[config.mk]
export PLATFORM = sky130hd
export DESIGN_NAME = twmr_top
export DESIGN_NICKNAME = d
export VERILOG_FILES = /design/src/twmr_pkg.sv /design/src/twmr_top.sv
export VERILOG_INCLUDE_DIRS = /design/src /design/src/src
export SDC_FILE = /design/constraint.sdc
export NUM_CORES = 1
export LEC_CHECK = 0
export BUFFER_PORTS_ARGS = -buffer_cell sky130_fd_sc_hd__buf_2
export CAP_MARGIN = 10
export CORE_ASPECT_RATIO = 1.5
export CORE_UTILIZATION = 40
export DETAILED_ROUTE_END_ITERATION = 12
export PLACE_DENSITY = 0.68
export SLEW_MARGIN = 20
export SYNTH_ARGS = -nofsm -noshare
export SYNTH_HDL_FRONTEND = slang
export SYNTH_SLANG_ARGS = --single-unit
[constraint.sdc]
create_clock -name clock -period 3.7 [get_ports clock]
set_input_delay 0.74 -clock clock [delete_from_list [all_inputs] [get_ports clock]]
set_output_delay 0.74 -clock clock [all_outputs]
set_load 0.03 [all_outputs]
[src/twmr_consts.svh]
// constants for the two-wire master/slave receiver block
`ifndef TWMR_CONSTS_SVH
`define TWMR_CONSTS_SVH
// ----------------------------------------------------------------
// register byte offsets on apb
// ----------------------------------------------------------------
`define TWMR_OFF_CTRL   12'h000
`define TWMR_OFF_STAT   12'h004
`define TWMR_OFF_DATA   12'h008
`define TWMR_OFF_ADDR   12'h00C
`define TWMR_OFF_SLEEP  12'h010
// ----------------------------------------------------------------
// control bit positions
// ----------------------------------------------------------------
`define TWMR_B_IE    0
`define TWMR_B_EN    2
`define TWMR_B_WC    3
`define TWMR_B_STO   4
`define TWMR_B_STA   5
`define TWMR_B_EA    6
`define TWMR_B_INT   7
// ----------------------------------------------------------------
// status codes, prescaler bits zero
// ----------------------------------------------------------------
`define TWMR_S_START   8'h08
`define TWMR_S_RSTART  8'h10
`define TWMR_S_ARBLOST 8'h38
`define TWMR_S_SLAR_AK 8'h40
`define TWMR_S_SLAR_NK 8'h48
`define TWMR_S_DAT_AK  8'h50
`define TWMR_S_DAT_NK  8'h58
`define TWMR_S_SLAW_AK 8'h60
`define TWMR_S_AL_SLAW 8'h68
`define TWMR_S_GC_AK   8'h70
`define TWMR_S_AL_GC   8'h78
`define TWMR_S_SR_DAK  8'h80
`define TWMR_S_SR_DNK  8'h88
`define TWMR_S_MT_MODE 8'h18
`define TWMR_S_ST_MODE 8'hA8
`define TWMR_S_IDLE    8'hF8
`define TWMR_GC_ADDR   7'h00
// ----------------------------------------------------------------
// timing: quarter bit period of generated scl
// ----------------------------------------------------------------
`define TWMR_CLK_NS    25
`define TWMR_QTR_NS    2500
`define TWMR_QTR_CYC   (`TWMR_QTR_NS / `TWMR_CLK_NS)
`define TWMR_ZERO8     8'h00
`endif

[src/twmr_pkg.sv]
// types for the two-wire master/slave receiver block
package twmr_pkg;
  typedef struct packed {
    logic        psel;
    logic        penable;
    logic        pwrite;
    logic [11:0] paddr;
    logic [31:0] pwdata;
  } twmr_apb_req_t;
  typedef struct packed {
    logic        pready;
    logic        pslverr;
    logic [31:0] prdata;
  } twmr_apb_rsp_t;
  typedef struct packed {
    logic scl_o;
    logic scl_oe;
    logic sda_o;
    logic sda_oe;
  } twmr_pin_out_t;
endpackage

[src/twmr_top.sv]
// two-wire unit: master receive and slave receive engine with apb registers
`include "twmr_consts.svh"
// Function
// start sent, status 08, send read address
// repeated start status 10, any direction
// arbitration lost: status 38, release/restart
// read address acked: status 40
// read address nacked: status 48, start/stop
// byte acked: status 50, continue
// byte nacked: status 58, start/stop
// status codes valid with prescaler zero
// upper seven address bits, lsb general call
// software sets address, enable, ack bits
// wait for own/general address, direction
// own write address sets flag, status
// lost arbitration then addressed: 68/78
// ack enable cleared gives nack next byte
// ack enable zero ignores own address
// sleep: address match still acknowledged
// after wake hold scl until flag cleared
// data register undefined after wake
// address direction picks master mode
// master nacks last byte by software
// writing one clears interrupt flag
// stretch scl low while flag set; the engine leaves scl released for status A8 and for a 38 lost in the address
module twmr_top (
  // system
  input  wire logic                   clock,
  input  wire logic                   sys_rst,
  // apb slave
  input  wire twmr_pkg::twmr_apb_req_t apb_req,
  output      twmr_pkg::twmr_apb_rsp_t apb_rsp,
  // bus pins
  input  wire logic                   scl_i,
  input  wire logic                   sda_i,
  output      twmr_pkg::twmr_pin_out_t pins,
  // power and interrupt
  output      logic                   wake_req,
  output      logic                   irq_level
);
  import twmr_pkg::*;

  typedef enum logic [3:0] {
    ST_IDLE, ST_WAIT_FREE, ST_START, ST_HOLD, ST_TX_BIT, ST_RX_ACK,
    ST_RX_BIT, ST_TX_ACK, ST_STOP, ST_SL_ADDR, ST_SL_ACK, ST_SL_DATA, ST_SL_DACK
  } twmr_state_t;

  // ----------------------------------------------------------------
  // pin synchronisers, change counts once stages two and three agree
  // ----------------------------------------------------------------
  logic [2:0] scl_sync_ff, sda_sync_ff;
  logic       scl_ff, sda_ff, scl_q_ff, sda_q_ff;
  // three-stage capture
  always_ff @(posedge clock or posedge sys_rst) begin
    if (sys_rst) begin
      scl_sync_ff <= 3'h7;
      sda_sync_ff <= 3'h7;
    end else begin
      scl_sync_ff <= {scl_sync_ff[1:0], scl_i};
      sda_sync_ff <= {sda_sync_ff[1:0], sda_i};
    end
  end
  // filtered levels and their previous values
  always_ff @(posedge clock or posedge sys_rst) begin
    if (sys_rst) begin
      scl_ff   <= 1'b1;
      sda_ff   <= 1'b1;
      scl_q_ff <= 1'b1;
      sda_q_ff <= 1'b1;
    end else begin
      if (scl_sync_ff[1] == scl_sync_ff[2]) scl_ff <= scl_sync_ff[2];
      if (sda_sync_ff[1] == sda_sync_ff[2]) sda_ff <= sda_sync_ff[2];
      scl_q_ff <= scl_ff;
      sda_q_ff <= sda_ff;
    end
  end
  logic scl_rise, scl_fall, bus_start, bus_stop;
  assign scl_rise  = scl_ff & ~scl_q_ff;
  assign scl_fall  = ~scl_ff & scl_q_ff;
  assign bus_start = scl_ff & scl_q_ff & sda_q_ff & ~sda_ff;
  assign bus_stop  = scl_ff & scl_q_ff & ~sda_q_ff & sda_ff;

  // ----------------------------------------------------------------
  // bus busy tracking
  // ----------------------------------------------------------------
  logic busy_ff;
  always_ff @(posedge clock or posedge sys_rst) begin
    if (sys_rst) busy_ff <= 1'b0;
    else if (bus_start) busy_ff <= 1'b1;
    else if (bus_stop) busy_ff <= 1'b0;
  end

  // ----------------------------------------------------------------
  // registers
  // ----------------------------------------------------------------
  logic [7:0]  ctrl_ff, stat_ff, data_ff, addr_ff;
  logic        sleep_ff;
  twmr_state_t state_ff;
  logic        set_int, clr_sto, ld_rx, wake_ff, is_master_ff;
  logic [7:0]  nxt_stat;
  logic [7:0]  shreg_ff;
  logic        wr_acc, rd_acc;
  assign wr_acc = apb_req.psel & apb_req.penable & apb_req.pwrite;
  assign rd_acc = apb_req.psel & apb_req.penable & ~apb_req.pwrite;

  // control: R21 write one clears flag, set wins over clear
  always_ff @(posedge clock or posedge sys_rst) begin
    if (sys_rst) begin
      ctrl_ff <= `TWMR_ZERO8;
    end else begin
      if (wr_acc && apb_req.paddr == `TWMR_OFF_CTRL) begin
        ctrl_ff[6:0] <= apb_req.pwdata[6:0];
        ctrl_ff[`TWMR_B_WC] <= ctrl_ff[`TWMR_B_WC];
        ctrl_ff[1] <= 1'b0;
        if (apb_req.pwdata[`TWMR_B_INT]) ctrl_ff[`TWMR_B_INT] <= 1'b0;
      end else if (wr_acc && apb_req.paddr == `TWMR_OFF_DATA) begin
        // data write while the flag is clear flags a collision
        if (!ctrl_ff[`TWMR_B_INT]) ctrl_ff[`TWMR_B_WC] <= 1'b1;
      end
      // stop request clears itself once stop goes out
      if (clr_sto) ctrl_ff[`TWMR_B_STO] <= 1'b0;
      if (set_int) ctrl_ff[`TWMR_B_INT] <= 1'b1;
    end
  end
  // own address, lsb general call enable
  always_ff @(posedge clock or posedge sys_rst) begin
    if (sys_rst) addr_ff <= `TWMR_ZERO8;
    else if (wr_acc && apb_req.paddr == `TWMR_OFF_ADDR) addr_ff <= apb_req.pwdata[7:0];
  end
  // sleep request from the system
  always_ff @(posedge clock or posedge sys_rst) begin
    if (sys_rst) sleep_ff <= 1'b0;
    else if (wr_acc && apb_req.paddr == `TWMR_OFF_SLEEP) sleep_ff <= apb_req.pwdata[0];
    else if (wake_ff && set_int) sleep_ff <= 1'b0;
  end
  // data buffer; R18 received bytes during sleep are not stored
  always_ff @(posedge clock or posedge sys_rst) begin
    if (sys_rst) data_ff <= `TWMR_ZERO8;
    else if (wr_acc && apb_req.paddr == `TWMR_OFF_DATA && ctrl_ff[`TWMR_B_INT]) data_ff <= apb_req.pwdata[7:0];
    else if (ld_rx && !sleep_ff) data_ff <= shreg_ff;
  end
  // status register, prescaler bits held at zero
  always_ff @(posedge clock or posedge sys_rst) begin
    if (sys_rst) stat_ff <= `TWMR_S_IDLE;
    else if (set_int) stat_ff <= nxt_stat;
    else if (wr_acc && apb_req.paddr == `TWMR_OFF_CTRL && apb_req.pwdata[`TWMR_B_INT]) stat_ff <= `TWMR_S_IDLE;
  end
  // read mux and answer: zero wait, unmapped reads zero with error
  always_comb begin
    apb_rsp.pready  = 1'b1;
    apb_rsp.pslverr = 1'b0;
    apb_rsp.prdata  = 32'h0000_0000;
    if (apb_req.paddr == `TWMR_OFF_CTRL) apb_rsp.prdata = {24'h000000, ctrl_ff};
    else if (apb_req.paddr == `TWMR_OFF_STAT) apb_rsp.prdata = {24'h000000, stat_ff};
    else if (apb_req.paddr == `TWMR_OFF_DATA) apb_rsp.prdata = {24'h000000, data_ff};
    else if (apb_req.paddr == `TWMR_OFF_ADDR) apb_rsp.prdata = {24'h000000, addr_ff};
    else if (apb_req.paddr == `TWMR_OFF_SLEEP) apb_rsp.prdata = {31'h0, sleep_ff};
    else apb_rsp.pslverr = apb_req.psel & apb_req.penable;
  end
  logic unused_rd;
  assign unused_rd = rd_acc;
  assign irq_level = ctrl_ff[`TWMR_B_INT] & ctrl_ff[`TWMR_B_IE];

  // ----------------------------------------------------------------
  // quarter-period tick for master timing
  // ----------------------------------------------------------------
  logic [7:0] div_ff;
  logic       tick;
  assign tick = (div_ff == 8'(`TWMR_QTR_CYC - 1));
  always_ff @(posedge clock or posedge sys_rst) begin
    if (sys_rst) div_ff <= `TWMR_ZERO8;
    else if (tick) div_ff <= `TWMR_ZERO8;
    else div_ff <= div_ff + 8'h01;
  end

  // ----------------------------------------------------------------
  // bit engine
  // ----------------------------------------------------------------
  logic [3:0] bit_ff;
  logic [1:0] ph_ff;
  logic       scl_lo_ff, sda_lo_ff, sent_start_ff, ack_ff, al_ff, rd_dir_ff;
  logic       int_now, en, gc_hit, own_hit;
  assign int_now = ctrl_ff[`TWMR_B_INT];
  assign en      = ctrl_ff[`TWMR_B_EN];
  assign own_hit = shreg_ff[7:1] == addr_ff[7:1];
  assign gc_hit  = addr_ff[0] && shreg_ff[7:1] == `TWMR_GC_ADDR;
  assign wake_req = wake_ff;

  always_ff @(posedge clock or posedge sys_rst) begin
    if (sys_rst) begin
      state_ff <= ST_IDLE;
      bit_ff <= 4'h0;
      ph_ff <= 2'h0;
      scl_lo_ff <= 1'b0;
      sda_lo_ff <= 1'b0;
      shreg_ff <= `TWMR_ZERO8;
      sent_start_ff <= 1'b0;
      ack_ff <= 1'b0;
      al_ff <= 1'b0;
      rd_dir_ff <= 1'b0;
      wake_ff <= 1'b0;
      is_master_ff <= 1'b0;
      set_int <= 1'b0;
      clr_sto <= 1'b0;
      ld_rx <= 1'b0;
      nxt_stat <= `TWMR_S_IDLE;
    end else begin
      set_int <= 1'b0;
      clr_sto <= 1'b0;
      ld_rx <= 1'b0;
      if (!en) begin
        state_ff <= ST_IDLE;
        scl_lo_ff <= 1'b0;
        sda_lo_ff <= 1'b0;
        is_master_ff <= 1'b0;
      end else if (bus_start && !is_master_ff && state_ff != ST_HOLD && state_ff != ST_START) begin
        // our own start is heard back before is_master_ff rises, so it must not re-arm the slave side
        // a start heard outside master mode, ST_HOLD and ST_START arms address reception
        state_ff <= ST_SL_ADDR;
        bit_ff <= 4'h0;
      end else begin
        case (state_ff)
          ST_IDLE: begin
            sda_lo_ff <= 1'b0;
            scl_lo_ff <= 1'b0;
            if (ctrl_ff[`TWMR_B_STA] && !int_now) state_ff <= ST_WAIT_FREE;
          end
          ST_WAIT_FREE: begin
            // start issued only once the bus is free
            if (!busy_ff && tick) begin
              state_ff <= ST_START;
              ph_ff <= 2'h0;
            end
          end
          ST_START: if (tick) begin
            ph_ff <= ph_ff + 2'h1;
            if (ph_ff == 2'h0) begin
              scl_lo_ff <= 1'b0;
              sda_lo_ff <= 1'b0;
            end else if (ph_ff == 2'h1) sda_lo_ff <= 1'b1;
            else if (ph_ff == 2'h2) begin
              scl_lo_ff <= 1'b1;
              is_master_ff <= 1'b1;
              // start or repeated start status
              nxt_stat <= sent_start_ff ? `TWMR_S_RSTART : `TWMR_S_START;
              sent_start_ff <= 1'b1;
              set_int <= 1'b1;
              state_ff <= ST_HOLD;
            end
          end
          ST_HOLD: begin
            // scl held low while the flag is up
            scl_lo_ff <= 1'b1;
            if (!int_now && !set_int) begin
              bit_ff <= 4'h0;
              ph_ff <= 2'h0;
              if (is_master_ff && ctrl_ff[`TWMR_B_STO]) state_ff <= ST_STOP;
              else if (is_master_ff && ctrl_ff[`TWMR_B_STA]) begin
                sda_lo_ff <= 1'b0;
                state_ff <= ST_START;
              // the status register already reads idle once the flag is cleared, so the held code decides
              end else if (is_master_ff && (nxt_stat == `TWMR_S_START || nxt_stat == `TWMR_S_RSTART)) begin
                shreg_ff <= data_ff;
                rd_dir_ff <= data_ff[0];
                state_ff <= ST_TX_BIT;
              end else if (is_master_ff) state_ff <= ST_RX_BIT;
              else if (nxt_stat == `TWMR_S_IDLE || nxt_stat == `TWMR_S_ARBLOST) begin
                scl_lo_ff <= 1'b0;
                state_ff <= ST_IDLE;
              end else begin
                scl_lo_ff <= 1'b0;
                wake_ff <= 1'b0;
                state_ff <= ST_SL_DATA;
              end
            end
          end
          ST_TX_BIT: if (tick) begin
            ph_ff <= ph_ff + 2'h1;
            if (ph_ff == 2'h0) sda_lo_ff <= ~shreg_ff[7];
            else if (ph_ff == 2'h1) scl_lo_ff <= 1'b0;
            else if (ph_ff == 2'h2 && !sda_lo_ff && !sda_ff) begin
              // arbitration lost in the address
              al_ff <= 1'b1;
              sda_lo_ff <= 1'b0;
              is_master_ff <= 1'b0;
              scl_lo_ff <= 1'b0;
              state_ff <= ST_SL_ADDR;
              bit_ff <= bit_ff + 4'h1;
              shreg_ff <= {shreg_ff[6:0], sda_ff};
            end else if (ph_ff == 2'h3) begin
              scl_lo_ff <= 1'b1;
              shreg_ff <= {shreg_ff[6:0], 1'b0};
              bit_ff <= bit_ff + 4'h1;
              if (bit_ff == 4'h7) state_ff <= ST_RX_ACK;
            end
          end
          ST_RX_ACK: if (tick) begin
            ph_ff <= ph_ff + 2'h1;
            if (ph_ff == 2'h0) sda_lo_ff <= 1'b0;
            else if (ph_ff == 2'h1) scl_lo_ff <= 1'b0;
            else if (ph_ff == 2'h2) ack_ff <= ~sda_ff;
            else begin
              scl_lo_ff <= 1'b1;
              set_int <= 1'b1;
              state_ff <= ST_HOLD;
              // write direction hands over to transmit mode
              if (!rd_dir_ff) nxt_stat <= `TWMR_S_MT_MODE;
              // address ack or nack
              else nxt_stat <= ack_ff ? `TWMR_S_SLAR_AK : `TWMR_S_SLAR_NK;
            end
          end
          ST_RX_BIT: if (tick) begin
            ph_ff <= ph_ff + 2'h1;
            if (ph_ff == 2'h0) sda_lo_ff <= 1'b0;
            else if (ph_ff == 2'h1) scl_lo_ff <= 1'b0;
            else if (ph_ff == 2'h2) shreg_ff <= {shreg_ff[6:0], sda_ff};
            else begin
              scl_lo_ff <= 1'b1;
              bit_ff <= bit_ff + 4'h1;
              if (bit_ff == 4'h7) state_ff <= ST_TX_ACK;
            end
          end
          ST_TX_ACK: if (tick) begin
            ph_ff <= ph_ff + 2'h1;
            // ack enable picks ack or nack
            if (ph_ff == 2'h0) sda_lo_ff <= ctrl_ff[`TWMR_B_EA];
            else if (ph_ff == 2'h1) scl_lo_ff <= 1'b0;
            else if (ph_ff == 2'h2 && !sda_lo_ff && !sda_ff) begin
              // arbitration lost in the nack bit
              is_master_ff <= 1'b0;
              scl_lo_ff <= 1'b0;
              nxt_stat <= `TWMR_S_ARBLOST;
              set_int <= 1'b1;
              ld_rx <= 1'b1;
              state_ff <= ST_HOLD;
            end else if (ph_ff == 2'h3) begin
              scl_lo_ff <= 1'b1;
              ld_rx <= 1'b1;
              set_int <= 1'b1;
              // data ack or nack status
              nxt_stat <= sda_lo_ff ? `TWMR_S_DAT_AK : `TWMR_S_DAT_NK;
              state_ff <= ST_HOLD;
            end
          end
          ST_STOP: if (tick) begin
            ph_ff <= ph_ff + 2'h1;
            if (ph_ff == 2'h0) sda_lo_ff <= 1'b1;
            else if (ph_ff == 2'h1) scl_lo_ff <= 1'b0;
            else if (ph_ff == 2'h2) sda_lo_ff <= 1'b0;
            else begin
              // stop request self-clears; start follows if asked
              clr_sto <= 1'b1;
              is_master_ff <= 1'b0;
              sent_start_ff <= 1'b0;
              state_ff <= ST_IDLE;
            end
          end
          ST_SL_ADDR: begin
            // slave sampling runs off scl edges, also in sleep
            if (scl_rise) begin
              shreg_ff <= {shreg_ff[6:0], sda_ff};
              bit_ff <= bit_ff + 4'h1;
            end
            if (scl_fall && bit_ff == 4'h8) begin
              // no address match while ack enable is zero
              if (ctrl_ff[`TWMR_B_EA] && (own_hit || gc_hit) && !shreg_ff[0]) begin
                sda_lo_ff <= 1'b1;
                state_ff <= ST_SL_ACK;
              end else if (ctrl_ff[`TWMR_B_EA] && own_hit) begin
                // read direction: transmit side not built here
                nxt_stat <= `TWMR_S_ST_MODE;
                set_int <= 1'b1;
                state_ff <= ST_IDLE;
              end else begin
                if (al_ff) begin
                  nxt_stat <= `TWMR_S_ARBLOST;
                  set_int <= 1'b1;
                end
                al_ff <= 1'b0;
                state_ff <= ST_IDLE;
              end
            end
          end
          ST_SL_ACK: if (scl_fall) begin
            sda_lo_ff <= 1'b0;
            scl_lo_ff <= 1'b1;
            wake_ff <= sleep_ff;
            set_int <= 1'b1;
            al_ff <= 1'b0;
            state_ff <= ST_HOLD;
            // own or general call, with lost arbitration
            if (own_hit) nxt_stat <= al_ff ? `TWMR_S_AL_SLAW : `TWMR_S_SLAW_AK;
            else nxt_stat <= al_ff ? `TWMR_S_AL_GC : `TWMR_S_GC_AK;
          end
          ST_SL_DATA: begin
            if (bus_stop) state_ff <= ST_IDLE;
            if (scl_rise) begin
              shreg_ff <= {shreg_ff[6:0], sda_ff};
              bit_ff <= bit_ff + 4'h1;
            end
            if (scl_fall && bit_ff == 4'h8) begin
              // cleared ack enable returns nack
              sda_lo_ff <= ctrl_ff[`TWMR_B_EA];
              state_ff <= ST_SL_DACK;
            end
          end
          ST_SL_DACK: if (scl_fall) begin
            sda_lo_ff <= 1'b0;
            scl_lo_ff <= 1'b1;
            ld_rx <= 1'b1;
            set_int <= 1'b1;
            nxt_stat <= sda_lo_ff ? `TWMR_S_SR_DAK : `TWMR_S_SR_DNK;
            state_ff <= ST_HOLD;
          end
          default: state_ff <= ST_IDLE;
        endcase
      end
    end
  end

  // scl driven low on wake until flag cleared
  assign pins.scl_o  = 1'b0;
  assign pins.scl_oe = scl_lo_ff;
  assign pins.sda_o  = 1'b0;
  assign pins.sda_oe = sda_lo_ff;

  // ----------------------------------------------------------------
  // checks
  // ----------------------------------------------------------------
  hold_scl_a: assert property (@(posedge clock) disable iff (sys_rst)
    (state_ff == ST_HOLD && int_now) |-> pins.scl_oe) else $error("scl not stretched");
  clr_flag_a: assert property (@(posedge clock) disable iff (sys_rst)
    (wr_acc && apb_req.paddr == `TWMR_OFF_CTRL && apb_req.pwdata[`TWMR_B_INT] && !set_int)
    |=> !ctrl_ff[`TWMR_B_INT]) else $error("flag not cleared");
  start_stat_a: assert property (@(posedge clock) disable iff (sys_rst)
    (state_ff == ST_START && tick && ph_ff == 2'h2 && !sent_start_ff) |=> ##1 stat_ff == `TWMR_S_START)
    else $error("start status wrong");
  sto_clear_a: assert property (@(posedge clock) disable iff (sys_rst)
    (state_ff == ST_STOP && tick && ph_ff == 2'h3) |=> ##1 !ctrl_ff[`TWMR_B_STO]) else $error("stop bit kept");
  nack_ea_a: assert property (@(posedge clock) disable iff (sys_rst)
    (state_ff == ST_TX_ACK && tick && ph_ff == 2'h0) |=> (sda_lo_ff == $past(ctrl_ff[`TWMR_B_EA])))
    else $error("ack level wrong");
  no_match_a: assert property (@(posedge clock) disable iff (sys_rst)
    (state_ff == ST_SL_ADDR && !ctrl_ff[`TWMR_B_EA]) |=> state_ff != ST_SL_ACK) else $error("acked with ea low");
  wake_hold_a: assert property (@(posedge clock) disable iff (sys_rst)
    (wake_ff && int_now) |-> pins.scl_oe) else $error("scl released in wake");
  sl_stat_a: assert property (@(posedge clock) disable iff (sys_rst)
    (state_ff == ST_SL_ACK && scl_fall) |=> set_int ##1 int_now) else $error("slave flag missing");
  dat_stat_a: assert property (@(posedge clock) disable iff (sys_rst)
    (state_ff == ST_TX_ACK && tick && ph_ff == 2'h3 && sda_lo_ff) |=> ##1 stat_ff == `TWMR_S_DAT_AK)
    else $error("data ack status wrong");
  start_c: cover property (@(posedge clock) disable iff (sys_rst) stat_ff == `TWMR_S_START);
  mrx_c: cover property (@(posedge clock) disable iff (sys_rst) stat_ff == `TWMR_S_DAT_NK);
  srx_c: cover property (@(posedge clock) disable iff (sys_rst) stat_ff == `TWMR_S_SR_DAK);
endmodule

==> metrics.md <==
| Metric | Value |
|---|---|
| Post-DP HPWL | `13.91 mm` |
| Setup crit start kind | `flip-flop` |
| Nets | `734` |
| Library cells used by synthesis | `80` |
| CP Data Arrival Time | `3.11 ns` |
| Largest family of logic cells by synthesized area | `simple AND/OR/NAND/NOR gates` |
| Post-Syn Instances | `641` |
| Die Height | `148.5 um` |
| GRT Total Usage | `25.94%` |
| Pwr/cell area | `318.7 nW/um^2` |
| Fmax | `346.5 MHz` |
| Synth Area in Simple Gates | `22.79%` |
| Adder-Cell Fraction of Synth Area | `2.099%` |
| Post-CTS setup buffers | `0` |
| Area grow syn2layout | `11.39%` |
| Critical-path top delay cell | `nor4_4` |
| Pint | `1.552 mW` |
| CTS resizes | `0` |
| Drt total wl | `18.56 mm` |
| Most common cell after layout, fill and taps aside | `nand2_1` |
| Max Cap Viol | `0` |
| Site row count | `53` |
| Mux share of post-synthesis cell area | `10.43%` |
| Final setup viols | `0` |
| Placed Area | `6055 sq um` |
| Main area contributors after synthesis | `dfrtp_1 (27%), dfstp_2 (9.2%), nand2_1 (4.8%), o21ai_0 (4.4%), buf_4 (4.3%)` |
| Die area | `14800 sq um` |
| Vias | `5190` |
| RSZ-0062 raised after global routing | `no` |
| Antenna diode count | `0` |
| Syn Area/Cell | `8.926 sq um` |
| Port Buf Inserts | `39` |
| Max VDD drop | `0.2046 mV` |
| DRT iter0 DRCs | `444` |
| Root Buffer | `clkbuf_16` |
| Fin. Hold Viols | `0` |
| Drt drc | `0` |
| EDFF count, synth | `0` |
| Synth area leader | `dfrtp_1` |
| Die W | `99.66 um` |
| Crit-path cells | `inv_1 -> ha_1 -> nor3b_2 -> nor4_2 -> buf_4 -> a21oi_1 -> nand2_1 -> nor4_4 -> mux2_2` |
| CTS Buf Count | `9` |
| Ys async rst share | `100.0%` |
| FF+latch count, synth | `82` |
| Core area | `13990 sq um` |
| Synth Area in Compound Gates | `17.65%` |
| Switch Pwr | `0.4793 mW` |
| Fin Clk Skew | `0.01202 ns` |
| Final core occ | `45.55%` |
| Sw frac | `23.59%` |
| Vias in the first global route | `5092` |
| H-Tree Depth | `3` |
| WL/cell | `21.31 um` |
| Sequential power share | `45.7%` |
| Grt total ovfl | `0` |
| Leakage | `2.751 nW` |
| Crit-path max FO | `8` |
| Longest Clk Path Bufs | `2` |
| Post-synthesis sequential area ratio | `36.30%` |
| Worst relative slew slack | `43.15%` |
| Most used flip-flop cell after synthesis | `dfrtp_1` |
| HP Class | `reg2reg` |
| Worst-Margin Slew | `0.8450 ns` |
| FF-to-FF path depth | `9` |
| Setup TNS | `0 ns` |
| Ports | `91` |
| Slew Limit Fails | `0` |
| Layout filler cell count | `1362` |
| First-pass GRT wire length | `28.93 mm` |
| Initial antenna violation count | `0` |
| Clk network pwr share | `48.3%` |
| Critical Path End Type | `flip-flop` |
| Status | `finished clean` |
| Reg clk slew, reported paths | `0.07 ns` |
| Vias/cell | `5.959` |
| Largest net degree at the start of global routing | `34` |
| CTS tree | `built` |
| Yosys warns | `0` |
| Hold Path Stages | `0` |
| CP peak stage delay | `0.53 ns` |
| WP data required | `3.93 ns` |
| CTS Sinks | `82` |
| Cts hold-fix bufs | `0` |
| Clk_lat worst skew | `0.35 ns` |
| Share of layout cells above drive strength 1 | `22.39%` |
| Combinational share of power | `6.0%` |
| Detail Route Antenna Nets | `0` |
| Commonest non-fill, non-tap cells in the layout | `nand2_1 (73), dfrtp_1 (62), o21ai_0 (50)` |
| Min cycle time layout | `2.886 ns` |
| Worst setup path class | `reg2reg` |
| Post-synth top area share | `27.12%` |
| Drt pass-1 iters | `5` |
| Post-Syn Area | `5722 sq um` |
| Initial core utilization | `40.89%` |
| Finished Cell Area | `6374 sq um` |
| Routability cong. | `0.9748` |
| Period utilization | `78.00%` |
| Post-synthesis xor/xnor area fraction | `2.296%` |
kinds of logic (layout without fill, tap and decap cells):
group | after synthesis | after routing
and+or+nand+nor | 244 | 244
AOI/OAI and AO/OA | 152 | 152
buffers and inverters | 88 | 101
DFF | 82 | 82
muxes | 48 | 48
xor gates and xnor gates | 15 | 15
adders and majority gates | 10 | 10
other | 2 | 27
worst max-delay path: cells and delay by family, from the launching register on:
kind / cells / cell delay [ns]
muxes: 1 / 0.40
AOI/OAI and AO/OA: 1 / 0.16
adders and majority gates: 1 / 0.18
DFF: 1 / 0.42
and+or+nand+nor: 4 / 1.27
buffers and inverters: 2 / 0.32
metal layers:
metal / global-route usage (%) / vias up / part of all wire (%)
li1: - / 2317 / -
met1: 29.03 / 2540 / 37
met2: 45.38 / 255 / 51
met3: 2.867 / 78 / 5.0
met4: 18.75 / 0 / 7.1
met5: 0 / - / 0
area by class of cell:
class	instances	area [sq um]	share of cell area, %
multi-input combinational	496	3263	51.20
clock inverter	4	76.32	1.197
clock buffer	11	242.7	3.808
timing repair buffer	66	397.9	6.243
inverter	20	76.32	1.197
sequential	82	2077	32.59
tap	192	240.2	3.769
Yosys cell counts, types with 4 or more instances:
library cell,instances
o21ai_0,50
o211ai_1,6
mux4_2,5
nand3_1,22
a32oi_1,5
nor4_1,4
and2_1,5
nor3_1,17
buf_2,5
buf_4,33
mux2_2,22
mux2_4,5
and3_1,6
a31oi_1,7
ha_1,8
xor2_1,8
a221o_1,5
xnor2_1,7
nand4_1,5
nand2_1,73
nor2_1,49
nor2b_1,17
nand2b_1,13
a211oi_1,4
dfstp_2,20
dfrtp_1,62
inv_1,19
a21oi_1,34
mux2i_1,15
clkbuf_1,26
power groups by stage:
stage	registers, mW	clock network, mW	logic [mW]
final	0.927	0.982	0.122
after global routing	0.928	1.03	0.132
after CTS	0.927	0.991	0.122
after detailed placement	0.943	0	0.121
after global placement	0.943	0	0.120
after floorplan	0.935	0	0.110
per-stage QoR:
stage	cells	power, mW	hold WS, ns	setup WS [ns]
3_3_place_gp	856	1.063	0.3456	0.8931
5_1_grt	871	2.086	0.3576	0.5944
2_1_floorplan	666	1.045	0.3452	0.8847
4_1_cts	871	2.040	0.3552	0.8284
6_report	871	2.032	0.3552	0.8138
3_5_place_dp	856	1.065	0.3468	0.8521
sequential cells by signal (all words and copies together), names as in the netlist, 2 cells and up:
| name | count |
|---|---|
| sda_sync_ff | 3 |
| nxt_stat | 5 |
| state_ff | 4 |
| addr_ff | 8 |
| div_ff | 8 |
| data_ff | 8 |
| bit_ff | 4 |
| shreg_ff | 8 |
| ctrl_ff | 7 |
| stat_ff | 5 |
| scl_sync_ff | 3 |
| ph_ff | 2 |
worst paths after layout:
check	slack (ns)	start	to
max reg2reg	0.81	ph_ff[0]$_DFFE_PP0P_	shreg_ff[6]$_DFFE_PP0P_
max	0.81	ph_ff[0]$_DFFE_PP0P_	shreg_ff[6]$_DFFE_PP0P_
min in group asynchronous	0.44	sys_rst	bit_ff[1]$_DFFE_PP0P_
max in group asynchronous	2.41	sys_rst	nxt_stat[4]$_DFFE_PP1P_
min	0.36	scl_sync_ff[0]$_DFF_PP1_	scl_sync_ff[1]$_DFF_PP1_
min reg2reg	0.36	scl_sync_ff[0]$_DFF_PP1_	scl_sync_ff[1]$_DFF_PP1_
Note: power is estimated with default switching activity, not from simulation.
